<file path="src/smr_cfg.svh">
// register offsets, bit positions and reset values of the receiver
// assumes an 8-bit APB byte address; each register is one aligned word
`ifndef SMR_CFG_SVH
`define SMR_CFG_SVH
`define SMR_OFF_RCS 8'h00
`define SMR_OFF_FIFO 8'h04
`define SMR_OFF_MODE 8'h08
`define SMR_OFF_BAUD 8'h0c
`define SMR_OFF_FLAG 8'h10
`define SMR_OFF_IEN 8'h14
`define SMR_B_PORT_EN 7
`define SMR_B_NINE 6
`define SMR_B_SINGLE_EN 5
`define SMR_B_CONT_EN 4
`define SMR_B_FRAME_ERR 2
`define SMR_B_OVERRUN 1
`define SMR_B_BIT9 0
`define SMR_B_CLK_MASTER 7
`define SMR_B_SYNC 4
`define SMR_B_RXF 0
`define SMR_B_OVF 1
`define SMR_RST_BAUD 8'h00
`define SMR_RST_IEN 2'h0
`define SMR_LAST8 4'h7
`define SMR_LAST9 4'h8
`endif

</file>
<file path="src/smr_pkg.sv">
// types of the synchronous master receiver
// constants live in smr_cfg.svh
package smr_pkg;
  typedef enum logic [1:0] {SH_IDLE, SH_HIGH, SH_LOW} smr_phase_type;
  typedef struct packed {
    logic frame_err;
    logic b9;
    logic [7:0] data;
  } smr_entry_type;
  typedef struct packed {
    smr_phase_type phase;
    logic port_en;
    logic nine;
    logic single_en;
    logic cont_en;
    logic clk_master;
    logic sync;
    logic [7:0] baud;
    logic [1:0] ien;
    logic ovf_evt;
    logic overrun;
    logic d1;
    logic d2;
    logic clk;
    logic [7:0] cnt;
    logic [3:0] bitn;
    logic [8:0] shift;
    smr_entry_type [1:0] fifo;
    logic rd;
    logic [1:0] count;
    logic irq;
    logic pready;
    logic pslverr;
    logic [31:0] prdata;
  } smr_state_type;
endpackage

</file>
<file path="src/smr_receiver.sv">
// synchronous master serial receiver with APB register access
// assumes an APB master on pclk and a slave transmitter on the shift clock
// What this block does
// - sync mode starts receiving when single or continuous enable is set
// - data line sampled at each falling edge of the generated shift clock
// - single enable alone receives one word, then stops
// - continuous enable receives words back to back until cleared
// - both enables set behaves as continuous reception
// - last bit moves the shift register into the FIFO when room
// - a word entering the FIFO sets the receive flag
// - receive interrupt raised only while its enable bit is set
// - receive flag read-only, cleared by hardware once FIFO read empty
// - FIFO holds two words while a third shifts in
// - full FIFO at last bit of third word sets overrun, word lost
// - overrun clears only when continuous enable is cleared
// - while overrun is set, no word enters the FIFO
// - ninth bit and framing flag kept per entry, read advances them
// - clearing both enables or port enable resets the receive logic
`timescale 1ns/100ps
`include "smr_cfg.svh"

module smr_receiver (
  input wire logic pclk,
  input wire logic presetn,
  input wire logic psel,
  input wire logic penable,
  input wire logic pwrite,
  input wire logic [7:0] paddr,
  input wire logic [31:0] pwdata,
  input wire logic [3:0] pstrb,
  output logic [31:0] prdata,
  output logic pready,
  output logic pslverr,
  input wire logic serial_data_pin,
  output logic shift_clk_o,
  output logic shift_clk_oe,
  output logic irq
);

  smr_pkg::smr_state_type st_r;
  smr_pkg::smr_state_type st_nxt;
  logic active;
  logic access;
  logic done;
  logic wr_en;
  logic pop;
  logic push;
  logic word_done;
  logic ovr_set;
  logic [8:0] new_shift;
  smr_pkg::smr_entry_type new_entry;

  function automatic logic [3:0] last_bit(input logic nine);
    last_bit = nine ? `SMR_LAST9 : `SMR_LAST8;
  endfunction

  function automatic logic mapped(input logic [7:0] a);
    mapped = (a == `SMR_OFF_RCS) || (a == `SMR_OFF_FIFO) || (a == `SMR_OFF_MODE) ||
             (a == `SMR_OFF_BAUD) || (a == `SMR_OFF_FLAG) || (a == `SMR_OFF_IEN);
  endfunction

  function automatic logic [31:0] rd_word(input smr_pkg::smr_state_type s, input logic [7:0] a);
    logic [31:0] w;
    smr_pkg::smr_entry_type h;
    w = 32'h0;
    h = s.fifo[s.rd];
    case (a)
      `SMR_OFF_RCS: begin
        w[`SMR_B_PORT_EN] = s.port_en;
        w[`SMR_B_NINE] = s.nine;
        w[`SMR_B_SINGLE_EN] = s.single_en;
        w[`SMR_B_CONT_EN] = s.cont_en;
        // status bits belong to the head entry, so read them before the data
        w[`SMR_B_FRAME_ERR] = h.frame_err;
        w[`SMR_B_OVERRUN] = s.overrun;
        w[`SMR_B_BIT9] = h.b9;
      end
      `SMR_OFF_FIFO: w[7:0] = h.data;
      `SMR_OFF_MODE: begin
        w[`SMR_B_CLK_MASTER] = s.clk_master;
        w[`SMR_B_SYNC] = s.sync;
      end
      `SMR_OFF_BAUD: w[7:0] = s.baud;
      `SMR_OFF_FLAG: begin
        w[`SMR_B_RXF] = (s.count != 2'h0);
        w[`SMR_B_OVF] = s.ovf_evt;
      end
      `SMR_OFF_IEN: w[1:0] = s.ien;
      default: w = 32'h0;
    endcase
    rd_word = w;
  endfunction

  always_comb begin
    st_nxt = st_r;
    // two-stage synchroniser on the data pin
    st_nxt.d1 = serial_data_pin;
    st_nxt.d2 = st_r.d1;
    // receive gating
    // only sync master mode runs the shifter; slave and async paths live elsewhere
    active = st_r.port_en && st_r.sync && st_r.clk_master && (st_r.single_en || st_r.cont_en);
    access = psel && penable;
    done = access && st_r.pready;
    // one wait state so that read data comes from a flop
    st_nxt.pready = access && !st_r.pready;
    st_nxt.pslverr = 1'b0;
    if (st_nxt.pready) begin
      st_nxt.prdata = pwrite ? 32'h0 : rd_word(st_r, paddr);
      st_nxt.pslverr = !mapped(paddr);
    end
    wr_en = done && pwrite && pstrb[0];
    // reading data pops the head entry
    pop = done && !pwrite && (paddr == `SMR_OFF_FIFO) && (st_r.count != 2'h0);
    if (wr_en) begin
      case (paddr)
        `SMR_OFF_RCS: begin
          // overrun and the status bits are read-only here
          st_nxt.port_en = pwdata[`SMR_B_PORT_EN];
          st_nxt.nine = pwdata[`SMR_B_NINE];
          st_nxt.single_en = pwdata[`SMR_B_SINGLE_EN];
          st_nxt.cont_en = pwdata[`SMR_B_CONT_EN];
        end
        `SMR_OFF_MODE: begin
          st_nxt.clk_master = pwdata[`SMR_B_CLK_MASTER];
          st_nxt.sync = pwdata[`SMR_B_SYNC];
        end
        `SMR_OFF_BAUD: st_nxt.baud = pwdata[7:0];
        `SMR_OFF_FLAG: st_nxt.ovf_evt = st_r.ovf_evt && !pwdata[`SMR_B_OVF];
        `SMR_OFF_IEN: st_nxt.ien = pwdata[1:0];
        default: st_nxt.ien = st_r.ien;
      endcase
    end
    // shift engine: clock idles low, data taken as the clock falls
    word_done = 1'b0;
    new_shift = {st_r.d2, st_r.shift[8:1]};
    if (st_r.nine) begin
      new_entry = {1'b0, new_shift[8], new_shift[7:0]};
    end else begin
      new_entry = {1'b0, 1'b0, new_shift[8:1]};
    end
    if (!active) begin
      st_nxt.phase = smr_pkg::SH_IDLE;
      st_nxt.clk = 1'b0;
      st_nxt.bitn = 4'h0;
      st_nxt.cnt = 8'h00;
    end else begin
      case (st_r.phase)
        smr_pkg::SH_IDLE: begin
          st_nxt.phase = smr_pkg::SH_HIGH;
          st_nxt.clk = 1'b1;
          st_nxt.cnt = st_r.baud;
        end
        smr_pkg::SH_HIGH: begin
          if (st_r.cnt != 8'h00) begin
            st_nxt.cnt = st_r.cnt - 8'h01;
          end else begin
            st_nxt.clk = 1'b0;
            st_nxt.shift = new_shift;
            st_nxt.cnt = st_r.baud;
            st_nxt.phase = smr_pkg::SH_LOW;
            if (st_r.bitn == last_bit(st_r.nine)) begin
              word_done = 1'b1;
              st_nxt.bitn = 4'h0;
              // single word ends itself; continuous wins
              if (!st_r.cont_en) begin
                st_nxt.single_en = 1'b0;
              end
            end else begin
              st_nxt.bitn = st_r.bitn + 4'h1;
            end
          end
        end
        smr_pkg::SH_LOW: begin
          if (st_r.cnt != 8'h00) begin
            st_nxt.cnt = st_r.cnt - 8'h01;
          end else if (st_nxt.single_en || st_nxt.cont_en) begin
            // next bit or next word follows at once
            st_nxt.clk = 1'b1;
            st_nxt.cnt = st_r.baud;
            st_nxt.phase = smr_pkg::SH_HIGH;
          end else begin
            st_nxt.phase = smr_pkg::SH_IDLE;
          end
        end
        default: st_nxt.phase = smr_pkg::SH_IDLE;
      endcase
    end
    // push only with room and no overrun
    push = word_done && !st_r.overrun && (st_r.count != 2'h2);
    // full FIFO loses the new word
    ovr_set = word_done && !st_r.overrun && (st_r.count == 2'h2);
    if (push) begin
      st_nxt.fifo[st_r.rd ^ st_r.count[0]] = new_entry;
    end
    // read advances to the next entry's status
    if (pop) begin
      st_nxt.rd = !st_r.rd;
    end
    st_nxt.count = st_r.count + {1'b0, push} - {1'b0, pop};
    // overrun held only while continuous enable stays set
    // recovery path: software drops the continuous enable, which also idles the shifter once single enable is clear
    st_nxt.overrun = ovr_set || (st_r.overrun && st_nxt.cont_en);
    st_nxt.ovf_evt = st_nxt.ovf_evt || ovr_set;
    // gate the flags with the enables
    st_nxt.irq = |({st_nxt.ovf_evt, st_nxt.count != 2'h0} & st_nxt.ien);
  end

  always_ff @(posedge pclk or negedge presetn) begin
    if (!presetn) begin
      st_r <= '0;
      st_r.phase <= smr_pkg::SH_IDLE;
      st_r.baud <= `SMR_RST_BAUD;
      st_r.ien <= `SMR_RST_IEN;
    end else begin
      st_r <= st_nxt;
    end
  end

  assign prdata = st_r.prdata;
  assign pready = st_r.pready;
  assign pslverr = st_r.pslverr;
  assign shift_clk_o = st_r.clk;
  assign irq = st_r.irq;

  // clock pin driven as master only while the port runs in sync master mode
  logic oe_r;
  always_ff @(posedge pclk or negedge presetn) begin
    if (!presetn) begin
      oe_r <= 1'b0;
    end else begin
      oe_r <= st_nxt.port_en && st_nxt.sync && st_nxt.clk_master;
    end
  end
  assign shift_clk_oe = oe_r;

  logic hi_end;
  assign hi_end = active && (st_r.phase == smr_pkg::SH_HIGH) && (st_r.cnt == 8'h00);
endmodule

</file>
<file path="config.mk">
export PLATFORM = sky130hd
export DESIGN_NAME = smr_receiver
export DESIGN_NICKNAME = d
export VERILOG_FILES = /design/src/smr_pkg.sv /design/src/smr_receiver.sv
export VERILOG_INCLUDE_DIRS = /design/src
export SDC_FILE = /design/constraint.sdc
export NUM_CORES = 1
export LEC_CHECK = 0
export BUFFER_PORTS_ARGS = -buffer_cell sky130_fd_sc_hd__buf_4
export CORE_ASPECT_RATIO = 0.7
export CORE_MARGIN = 5
export CORE_UTILIZATION = 40
export CTS_CLUSTER_SIZE = 16
export DETAILED_ROUTE_END_ITERATION = 10
export PLACE_DENSITY_LB_ADDON = 0.1
export SKIP_CTS_REPAIR_TIMING = 1
export SYNTH_ARGS = -nofsm -noshare
export SYNTH_HDL_FRONTEND = slang
export SYNTH_SLANG_ARGS = --single-unit
</file>
<file path="constraint.sdc">
create_clock -name pclk -period 3 [get_ports pclk]
set_input_delay 0.75 -clock pclk [delete_from_list [all_inputs] [get_ports pclk]]
set_output_delay 0.75 -clock pclk [all_outputs]
set_load 0.05 [all_outputs]
</file>
# == After elaboration in Yosys (flattened, before gate mapping) ==
# Index checks and enable logic that the tools add are counted.
# totals
regBits,103
inputBits,50
out_inout_bits,37
elab_cells,149
# classes
addsub,4
magnitude_cmp,3
eq_ne,17
n_mux,45
n_bitwise,3
reduce_logical,47
# op_table
operator,n
2-to-1 mux 13 bit,3
2-to-1 mux 33 bit,1
2-to-1 mux 8 bit,4
2-to-1 mux 10 bit,3
case mux 9 bit (3 select lines),1
bitwise mux 20 bit,1
logical AND 1 bit,19
2-to-1 mux 9 bit,2
2-to-1 mux 17 bit,1
equality test 8 x 4 -> 1 bit (second input constant),2
equality test 8 x 5 -> 1 bit (second input constant),2
2-to-1 mux 1 bit,13
2-to-1 mux 4 bit,3
case mux 2 bit (3 select lines),2
demux 10 bit (select 1 bit),1
2-to-1 mux 2 bit,5
case mux 2 bit (5 select lines),1
AND reduction 2 bit,5
logical OR 1 bit,9
!= test 3 bit (second input constant),3
equality test 8 x 3 -> 1 bit (second input constant),1
logical NOT 8 bit,1
case mux 1 bit (4 select lines),2
nonzero test 8 bit,1
24 further kinds,33

# == Logic depth before layout (Yosys ltp) ==
# Gate-level depths: netlist of the first run.
# depth
word_depth,13
depth_mapped,12
depth_no_buf,12

# == Least setup slack after synthesis of the first run ==
# OpenSTA, ideal clock, no wires.
# synth_path
path_type,input port to flip-flop
start,input paddr[4]
end,register st_r (netlist bit irq)
setup_ns,0.125
t_arrival_ns,2.918
required_ns,2.875
setup_slack_ns,-0.044
path_stages,10
n_path_buf,0
path_cell_list,nor4_1 > nand4b_1 > nor4_1 > ha_1 > inv_1 > ha_1 > xnor2_1 > xnor2_1 > or2_2 > a2bb2o_1
# synth_lines
item,line,text
from (decl),smr_receiver.sv:28,"input wire logic [7:0] paddr,"
to (signal assigned),smr_receiver.sv:215,st_r <= st_nxt;
to (decl),smr_receiver.sv:40,smr_pkg::smr_state_type st_r;

==> run metrics, run 1 <==
largest area contributor in the synthesized netlist=sky130_fd_sc_hd__dfrtp_1; pin count of the biggest net entering global routing=77; worst clock skew=0.00832 ns; core region area=0.00987 mm²; FFs w/ async S/R, synth=100%; worst r2r src=st_r[67]; final standard cell utilization of the core=48.9%; io pins=87; Post-Synth XOR/XNOR Area=0.854%; maximum ir drop on the vdd rail=0.240 mV; first-pass GRT wire length=~17000 µm; worst-case setup margin in the final layout=roughly 0.15 ns; switching pwr=570 µW; wire per inst=17.8 µm; worst hold-check path type=flop to flop; Iter 0 DRT Violations=approximately 270; HPWL Detailed=7740 µm; post-synthesis sequential area ratio=46.3%; clock slew seen by the registers of the worst setup and hold paths=0.06 ns; Max Buffers Root-to-Sink=2; total count of hold-check failures in the final report=0; normalized max-slew margin=34.2%; Die H=94.7 µm; setup TNS=0 ns; largest family of logic cells by synthesized area=simple AND/OR/NAND/NOR gates; Final Max Tran Viols=0; number of stages on the worst hold path=0; commonest cells in the synthesized netlist=sky130_fd_sc_hd__dfrtp_1, sky130_fd_sc_hd__nand2_1, sky130_fd_sc_hd__buf_4; minimum setup slack after placement=-0.201 ns; Site Rows=30; adder-cell area share of the yosys netlist=3.05%; CTS tree=yes; Cell variety after synth=62; floorplan die width=131 µm; share of synthesized cell area in and, or, nand and nor gates=15.9%; proportion of synthesized area in mux cells=11.8%; startpoint kind of the worst setup timing path=input port; leakage power total=0.00219 µW; beginning of the worst hold path=st_nxt[80]; Layout Area Growth over Synthesis=17.6%; Critical Path End Type=flop; synth warn=0; number of buffers created by CTS=9; Remaining DRCs=0; Max H-tree Level=3; mapped cell area=0.00410 mm²; antenna cell count=0; most used standard cell by instance count after synthesis=sky130_fd_sc_hd__dfrtp_1; initial standard-cell utilization of the core=about two fifths; total number of vias=3140; Sequential Power Share=46.5%; internal reg-to-reg setup slack=roughly 0.16 ns; mean number of vias per cell=about 5.4; Logic pwr share=7.6%; Post-Syn Area per Cell=10.3 µm²; count of TritonRoute iterations in the first routing pass=4; time the worst path needs with I/O delays and setup=2.85 ns; DIE AREA=0.0124 mm²; filler-free cell count of the finished design=583; internal power contribution=1650 µW; share of the synthesized area in compound gates (AO/OA/AOI/OAI)=between 10% and 20%; post-route clock period utilization=94.9%; Post-synth EDFFs=0; clk root buf=sky130_fd_sc_hd__clkbuf_16; sum of routed wire length over all layers=10400 µm; fillers=944; run status=completed; Yosys reg bits=76; measured slew at the worst slew-check pin=around 0.99 ns; post-layout total power=2220 µW; data arrival time of the critical path=approximately 3.1 ns; power per unit of standard cell area=460 mW/mm²; GRT Residual Overflow=0; end of the worst register-to-register path=irq; top-area cell type share of the netlist area=46.3%; CP max FO=3; last weighted congestion value of the routability-driven placer=0.831; count of input and output buffers=35; switching share of total power=25.7%; logic depth of the worst register-to-register path=11; worst endpoint required time=3.22 ns; number of antenna violations at the first check in global routing=0; relative contribution of the clock network to total power=45.9%; count of nets after finishing=510; Cell Count Post-Placement=566; worst setup path class=input port to flop; number of nets with antenna violations after detailed routing=0; Highest Clock Rate=around 0.35 GHz; leading cell types by total area after synthesis=sky130_fd_sc_hd__dfrtp_1, sky130_fd_sc_hd__mux2_2, sky130_fd_sc_hd__buf_4; cell count after synthesis=400; total setup violations reported at the end of the flow=0; worst-skew pair later-pin latency=0.34 ns; clock sinks=76; global-route total usage across every layer=17.5%; max-cap violations=0; ratio of cells with drive above 1 in the final layout=~26%; vias in the first global route=around 3k; most used flip-flop cell after synthesis=sky130_fd_sc_hd__dfrtp_1; worst min-delay path endpoint=new_shift[8]
-- placed cells by master (no fill, tap or decap), types with 2 or more instances in the layout --
cell,netlist,final
sky130_fd_sc_hd__a21oi_1,18,18
sky130_fd_sc_hd__a222oi_1,3,3
sky130_fd_sc_hd__a22o_1,3,3
sky130_fd_sc_hd__a31oi_1,2,2
sky130_fd_sc_hd__and3_1,3,3
sky130_fd_sc_hd__buf_4,33,60
sky130_fd_sc_hd__clkbuf_16,0,9
sky130_fd_sc_hd__clkinvlp_4,0,3
sky130_fd_sc_hd__conb_1,1,24
sky130_fd_sc_hd__dfrtp_1,76,75
sky130_fd_sc_hd__ha_1,10,10
sky130_fd_sc_hd__inv_1,13,13
sky130_fd_sc_hd__mux2_2,27,27
sky130_fd_sc_hd__mux2i_1,18,18
sky130_fd_sc_hd__nand2_1,42,42
sky130_fd_sc_hd__nand2b_1,5,5
sky130_fd_sc_hd__nand3_1,8,8
sky130_fd_sc_hd__nand3b_1,3,3
sky130_fd_sc_hd__nand4_1,3,3
sky130_fd_sc_hd__nand4b_1,2,2
sky130_fd_sc_hd__nor2_1,18,18
sky130_fd_sc_hd__nor3_1,11,11
sky130_fd_sc_hd__nor4_1,7,5
sky130_fd_sc_hd__nor4_2,0,2
sky130_fd_sc_hd__o2111ai_1,2,2
sky130_fd_sc_hd__o21ai_0,23,23
sky130_fd_sc_hd__o21ai_1,10,10
sky130_fd_sc_hd__o22ai_1,4,4
sky130_fd_sc_hd__o2bb2ai_1,5,5
sky130_fd_sc_hd__or2_2,3,3
sky130_fd_sc_hd__or4_1,3,3
sky130_fd_sc_hd__xnor2_1,3,2
-- layer usage --
metal | track usage, % | routed length [µm]
met5 | 0 | 0
met4 | 4.45 | 119
met3 | 5.20 | 846
met2 | 21.9 | 4030
met1 | 28.3 | 5380
-- sequential cells by signal, indices dropped and copies added (netlist names) --
register / count
st_r: 53
new_shift: 9
prdata: 8
irq: 1
pready: 1
pslverr: 1
shift_clk_o: 1
shift_clk_oe: 1
st_nxt: 1
-- metrics by stage --
stage	hold WS, ns	area (µm²)
3_3_place_gp	0.339	4490
3_5_place_dp	0.339	4490
2_1_floorplan	0.331	4200
6_report	0.348	4830
4_1_cts	0.352	4770
5_1_grt	0.369	4830
-- kinds of logic (layout without fill, tap and decap cells) --
family                   count (synthesis)  in the layout
buffers and inverters                   57             89
AO/OA/AOI/OAI                           85             85
other                                    1             24
multiplexers                            45             45
XOR/XNOR                                 4              4
flip-flops                              76             76
adder cells (fa/ha/maj)                 10             10
AND/OR/NAND/NOR                        122            122
-- layout make-up --
class,instances,area (µm²),share of cell area (%)
Inverter,13,48.8,1.01
Tap cell,128,160,3.32
Clock inverter,5,36.3,0.752
Timing Repair Buffer,60,450,9.33
Sequential cell,76,1900,39.4
Clock buffer,11,243,5.03
Multi-Input combinational cell,290,1980,41.1
-- worst max-delay path: stages --
cell	delay, ns
sky130_fd_sc_hd__buf_4	0.12
sky130_fd_sc_hd__nor4_2	0.27
sky130_fd_sc_hd__buf_4	0.16
sky130_fd_sc_hd__nand4b_1	0.15
sky130_fd_sc_hd__nor4_2	0.35
sky130_fd_sc_hd__ha_1	0.28
sky130_fd_sc_hd__inv_1	0.05
sky130_fd_sc_hd__ha_1	0.18
sky130_fd_sc_hd__xnor2_2	0.13
sky130_fd_sc_hd__xnor2_1	0.09
sky130_fd_sc_hd__or2_2	0.27
sky130_fd_sc_hd__a2bb2o_1	0.27
-- worst max path at each step --
stage                        start  endpoint  slack [ns]  cells past startpoint
after floorplan           paddr[4]       irq        0.03                     10
after global placement    paddr[4]       irq       -0.20                     12
after detailed placement  paddr[4]       irq       -0.20                     12
after CTS                 st_r[67]       irq        0.06                     11
after global routing      st_r[67]       irq      -0.006                     11
final                     paddr[4]       irq        0.15                     12
-- power groups by stage --
stage | sequential, µW | clock [µW] | combinational, µW
after floorplan | 1060 | 0 | 118
after global placement | 1050 | 0 | 165
after detailed placement | 1050 | 0 | 167
after CTS | 1030 | 1050 | 167
after global routing | 1030 | 1080 | 180
final | 1030 | 1020 | 168
Power figures use the tool's default switching activity.
==> run 2: changes to the inputs <==
--- a/config.mk
+++ b/config.mk
@@ -13,6 +13,7 @@
 export CTS_CLUSTER_SIZE = 16
 export DETAILED_ROUTE_END_ITERATION = 10
 export PLACE_DENSITY_LB_ADDON = 0.1
+export REMOVE_ABC_BUFFERS = 1
 export SKIP_CTS_REPAIR_TIMING = 1
 export SYNTH_ARGS = -nofsm -noshare
 export SYNTH_HDL_FRONTEND = slang
==> run 2 against run 1 <==
  * Critical path depth stayed put
  * Global-route usage shrank 0.084 points
  * Sequential power about the same
  * Non-clock buffer count fell by 3
  * Worst setup slack improved by 0.030 ns
  * Cell count down 0.51%
  * Clock-buffer cell count grew 1
  * Critical endpoint unchanged
  * Highest routed layer unchanged
==> run metrics, run 2 (synthesized netlist as in run 1, its figures left out) <==
Die H=94.7 µm (unchanged); startpoint kind of the worst setup timing path=flop; power per unit of standard cell area=499 mW/mm² (+8.5%); GRT Residual Overflow=0 (unchanged); Critical Path End Type=flop; sum of routed wire length over all layers=10100 µm (-2.9%); RSZ-0062 raised after global routing=false; worst r2r src=st_r[71]; Remaining DRCs=0 (unchanged); register containing the most flip-flops in the final layout=st_r; time the worst path needs with I/O delays and setup=2.82 ns (-0.0303 ns); run status=completed; mean number of vias per cell=5.28 (-1.9%); beginning of the worst hold path=st_nxt[80]; DIE AREA=0.0124 mm² (unchanged); clock slew seen by the registers of the worst setup and hold paths=0.06 ns (about the same); Layout Area Growth over Synthesis=17.4%; worst clock skew=0.00294 ns (-0.00537 ns); total number of vias=3063 (-2.5%); end of the worst register-to-register path=irq; number of stages on the worst hold path=0 (unchanged); Iter 0 DRT Violations=253 (-5.9%); most used cells in the layout excluding fill and tap cells=sky130_fd_sc_hd__dfrtp_1, sky130_fd_sc_hd__buf_4, sky130_fd_sc_hd__nand2_1; global-route total usage across every layer=17.4% (-0.084 points); Max H-tree Level=3 (unchanged); post-layout total power=2410 µW (+8.3%); final standard cell area without fillers=0.00482 mm² (-0.16%); Hold Worst Slack=0.360 ns (+0.0119 ns); total setup violations reported at the end of the flow=0 (unchanged); measured slew at the worst slew-check pin=0.759 ns (-0.227 ns); leakage power total=0.00220 µW (+0.59%); worst-case setup margin in the final layout=0.185 ns (+0.0303 ns); max-cap violations=0 (unchanged); maximum ir drop on the vdd rail=0.370 mV (+54%); data arrival time of the critical path=3.03 ns (-0.04 ns); io pins=87 (unchanged); max reg flops=53 (unchanged); final standard cell utilization of the core=48.8% (-0.076 points); ratio of cells with drive above 1 in the final layout=24.6% (-1.4 points); Final Max Tran Viols=0 (unchanged); internal reg-to-reg setup slack=0.18 ns (+0.02 ns); post-route clock period utilization=93.8% (-1.0 points); floorplan die width=131 µm (unchanged); last weighted congestion value of the routability-driven placer=0.833 (+0.14%); CTS tree=yes; pin count of the biggest net entering global routing=44 (-43%); clock sinks=76 (unchanged); normalized max-slew margin=49.3% (+15 points); wire per inst=17.4 µm (-2.4%); Highest Clock Rate=0.355 GHz (+1.1%); total count of hold-check failures in the final report=0 (unchanged); Site Rows=30 (unchanged); antenna cell count=0 (unchanged); minimum setup slack after placement=-0.230 ns (-0.0297 ns); worst hold-check path type=flop to flop; worst-skew pair later-pin latency=0.33 ns (about the same); worst setup path class=flop to flop; fillers=914 (-3.2%); count of TritonRoute iterations in the first routing pass=4 (unchanged); HPWL Detailed=7870 µm (+1.6%); vias in the first global route=2952 (-0.47%); count of nets after finishing=507 (-0.59%); clk root buf=sky130_fd_sc_hd__clkbuf_16; number of antenna violations at the first check in global routing=0 (unchanged); placed instance area=0.00447 mm² (-0.47%); Max Buffers Root-to-Sink=2 (unchanged); count of input and output buffers=35 (unchanged); worst endpoint required time=3.21 ns (about the same); CP max FO=5 (+2); number of buffers created by CTS=9 (unchanged); core region area=0.00987 mm² (unchanged); worst min-delay path endpoint=new_shift[8]; initial standard-cell utilization of the core=41.6% (unchanged); most common cell after layout, fill and taps aside=sky130_fd_sc_hd__dfrtp_1; logic depth of the worst register-to-register path=12 (+1); first-pass GRT wire length=16200 µm (-2.1%); number of nets with antenna violations after detailed routing=0 (unchanged)
run 2: cell types whose count changed in the layout (fill, tap and decap cells not counted), moves of 2 or more:
cell | before | now
sky130_fd_sc_hd__buf_4 | 60 | 57
sky130_fd_sc_hd__clkinvlp_4 | 3 | 0
sky130_fd_sc_hd__bufinv_16 | 0 | 2
sky130_fd_sc_hd__clkbuf_8 | 1 | 3
run 2: through the flow:
stage	instances	TNS, ns
floorplan	379	-0.0438
global placement	564	-0.172
detailed placement	564	-0.230
CTS	580	0
global route	580	0
finish	580	0
run 2: power breakdown:
part	internal, µW	leakage [µW]	switching [µW]
logic	40.8	0.000994	130
registers	1030	0.00104	3.89
clock network	793	0.000169	408
run 2: worst max path at each step:
stage               startpoint  slack, ns  end
floorplan             paddr[4]      -0.04  irq
global placement      paddr[4]      -0.17  irq
detailed placement    paddr[4]      -0.23  irq
CTS                   st_r[71]       0.07  irq
global route          st_r[71]      0.001  irq
finish                st_r[71]       0.18  irq
run 2: layout make-up:
| class | count | area (µm²) | area share [%] |
|---|---|---|---|
| clock inverter | 4 | 70.1 | 1.45 |
| multi-input combinational | 290 | 1940 | 40.3 |
| clock buffer | 12 | 267 | 5.53 |
| inverter | 13 | 48.8 | 1.01 |
| timing repair buffer | 57 | 428 | 8.88 |
| sequential | 76 | 1900 | 39.5 |
| tap | 128 | 160 | 3.32 |
run 2: worst max-delay path: stages, from the launching register on:
cell and delay (ns):
sky130_fd_sc_hd__dfrtp_1 0.42, sky130_fd_sc_hd__inv_1 0.10, sky130_fd_sc_hd__ha_1 0.20, sky130_fd_sc_hd__nor3b_2 0.22
sky130_fd_sc_hd__and4_1 0.27, sky130_fd_sc_hd__nand4_1 0.14, sky130_fd_sc_hd__ha_1 0.31, sky130_fd_sc_hd__inv_1 0.04
sky130_fd_sc_hd__ha_1 0.18, sky130_fd_sc_hd__xnor2_1 0.18, sky130_fd_sc_hd__xnor2_1 0.09, sky130_fd_sc_hd__or2_2 0.27
sky130_fd_sc_hd__a2bb2o_1 0.28
run 2: layer usage:
layer | vias to the layer above | part of all wire, % | global-route usage [%]
li1 | 1495 | - | -
met1 | 1477 | 50 | 26.6
met2 | 85 | 42 | 24.1
met3 | 6 | 6.6 | 4.41
met4 | 0 | 0.76 | 4.79
met5 | - | 0 | 0
==> run 3: changes to the inputs <==
--- a/config.mk
+++ b/config.mk
@@ -14,6 +14,7 @@
 export DETAILED_ROUTE_END_ITERATION = 10
 export PLACE_DENSITY_LB_ADDON = 0.1
 export REMOVE_ABC_BUFFERS = 1
+export SETUP_SLACK_MARGIN = 0.4
 export SKIP_CTS_REPAIR_TIMING = 1
 export SYNTH_ARGS = -nofsm -noshare
 export SYNTH_HDL_FRONTEND = slang
==> run 3 against run 2 <==
  * Worst setup slack better by 0.22 ns
  * Critical path type unchanged
  * Global-route usage unchanged
  * Critical endpoint unchanged
  * Sequential share of layout area down 1.2 points
  * Design area increased by 3.4%
==> run metrics, run 3 (synthesized netlist as in run 1, its figures left out) <==
run status=completed; worst setup path class=flop to flop; Critical Path End Type=flop; worst endpoint required time=3.23 ns (+0.02 ns); ratio of cells with drive above 1 in the final layout=29.0% (+4.5 points); clock slew seen by the registers of the worst setup and hold paths=0.06 ns (about the same); internal reg-to-reg setup slack=0.40 ns (+0.22 ns); multi-input gate area in the final layout=0.00205 mm² (+5.5%); total count of hold-check failures in the final report=0 (unchanged); worst-skew pair later-pin latency=0.33 ns (about the same); HPWL Detailed=7870 µm (unchanged); Hold Worst Slack=0.359 ns (-0.00125 ns); Max Buffers Root-to-Sink=2 (unchanged); leakage power total=0.00224 µW (+1.6%); area taken by flip-flops and latches=0.00191 mm² (+0.20%); worst r2r src=st_r[98]; maximum ir drop on the vdd rail=0.371 mV (+0.25%); floorplan die width=131 µm (unchanged); mean number of vias per cell=5.34 (+1.1%); power per unit of standard cell area=485 mW/mm² (-2.9%); final standard cell area without fillers=0.00498 mm² (+3.4%); measured slew at the worst slew-check pin=0.762 ns (+0.00246 ns); number of buffers created by CTS=9 (unchanged); worst hold-check path type=flop to flop; register containing the most flip-flops in the final layout=st_r; count of input and output buffers=35 (unchanged); io pins=87 (unchanged); total number of vias=3130 (+2.2%); count of nets after finishing=513 (+1.2%); setup TNS=0 ns (unchanged); number of nets with antenna violations after detailed routing=0 (unchanged); CP startpoint=st_r[98]; clk root buf=sky130_fd_sc_hd__clkbuf_16; CTS tree=yes; Cell Count Post-Placement=564 (unchanged); fillers=893 (-2.3%); placed instance area=0.00447 mm² (unchanged); pin count of the biggest net entering global routing=44 (unchanged); max-cap violations=0 (unchanged); Final Max Tran Viols=0 (unchanged); most common cell after layout, fill and taps aside=sky130_fd_sc_hd__dfrtp_1; Site Rows=30 (unchanged); GRT Residual Overflow=0 (unchanged); minimum setup slack after placement=-0.230 ns (unchanged); Die H=94.7 µm (unchanged); Remaining DRCs=0 (unchanged); startpoint kind of the worst setup timing path=flop; data arrival time of the critical path=2.82 ns (-0.21 ns); worst-case setup margin in the final layout=0.402 ns (+0.217 ns); normalized max-slew margin=49.2% (-0.16 points); Highest Clock Rate=0.385 GHz (+8.4%); Layout Area Growth over Synthesis=21.4%; Max H-tree Level=3 (unchanged); core region area=0.00987 mm² (unchanged); max reg flops=53 (unchanged); time the worst path needs with I/O delays and setup=2.60 ns (-0.217 ns); DIE AREA=0.0124 mm² (unchanged); last weighted congestion value of the routability-driven placer=0.833 (unchanged); antenna cell count=0 (unchanged); first-pass GRT wire length=16200 µm (unchanged); sum of routed wire length over all layers=10400 µm (+2.9%); global-route total usage across every layer=17.4% (unchanged); beginning of the worst hold path=st_nxt[80]; clock sinks=76 (unchanged); vias in the first global route=2952 (unchanged); CP max FO=5 (unchanged); filler-free cell count of the finished design=586 (+1.0%); count of TritonRoute iterations in the first routing pass=5 (+1); post-route clock period utilization=86.6% (-7.2 points); total setup violations reported at the end of the flow=0 (unchanged); Iter 0 DRT Violations=275 (+8.7%); number of antenna violations at the first check in global routing=0 (unchanged); wire per inst=17.7 µm (+1.9%); most used cells in the layout excluding fill and tap cells=sky130_fd_sc_hd__dfrtp_1, sky130_fd_sc_hd__buf_4, sky130_fd_sc_hd__nand2_1; worst clock skew=0.00389 ns (+0.000946 ns); initial standard-cell utilization of the core=41.6% (unchanged); RSZ-0062 raised after global routing=true
[run 3: changes by cell type in the layout (fill, tap and decap cells not counted), sizes merged]
cell | before | now
buf | 57 | 63
[run 3: final timing paths]
check | endpoint | cells after the start
worst min register to register | new_shift[8] | 0
max in group asynchronous | st_r[98] | 2
min in group asynchronous | new_shift[1] | 1
worst max-delay path | irq | 10
worst min-delay path | new_shift[8] | 0
worst max register to register | irq | 10
[run 3: layout make-up]
type | instances | share of cell area, %
Inverter | 13 | 0.979
Sequential cell | 76 | 38.2
Clock inverter | 4 | 1.41
Tap cell | 128 | 3.21
Clock buffer | 12 | 5.35
Multi-Input combinational cell | 290 | 41.2
Timing Repair Buffer | 63 | 9.64
[run 3: worst max-delay path, stage by stage, from the launching register on]
cell                       delay, ns
sky130_fd_sc_hd__dfrtp_2        0.45
sky130_fd_sc_hd__or3b_1         0.43
sky130_fd_sc_hd__o32ai_4        0.17
sky130_fd_sc_hd__nand4_1        0.21
sky130_fd_sc_hd__ha_4           0.32
sky130_fd_sc_hd__inv_2          0.03
sky130_fd_sc_hd__ha_4           0.15
sky130_fd_sc_hd__xnor2_2        0.13
sky130_fd_sc_hd__xnor2_1        0.14
sky130_fd_sc_hd__or2_4          0.25
sky130_fd_sc_hd__a2bb2o_4       0.20
[run 3: layer usage]
layer  routed length (µm)  up-vias  global-route usage [%]
met1                 5090     1511                    26.6
met2                 4400      100                    24.1
met3                  808        8                    4.41
met4                   77        0                    4.79
li1                     -     1511                       -
met5                    0        -                       0
[run 3: power breakdown]
| part | internal, µW | switching [µW] | leakage, µW |
|---|---|---|---|
| Clock | 793 | 415 | 0.000169 |
| Combinational | 42.3 | 132 | 0.00103 |
| Sequential | 1030 | 3.94 | 0.00103 |
[run 3: through the flow]
stage	util, %	total power, µW
floorplan	-	1150
global placement	45.3	1220
detailed placement	45.3	1220
CTS	48.7	2440
global route	50.5	2510
finish	50.5	2420
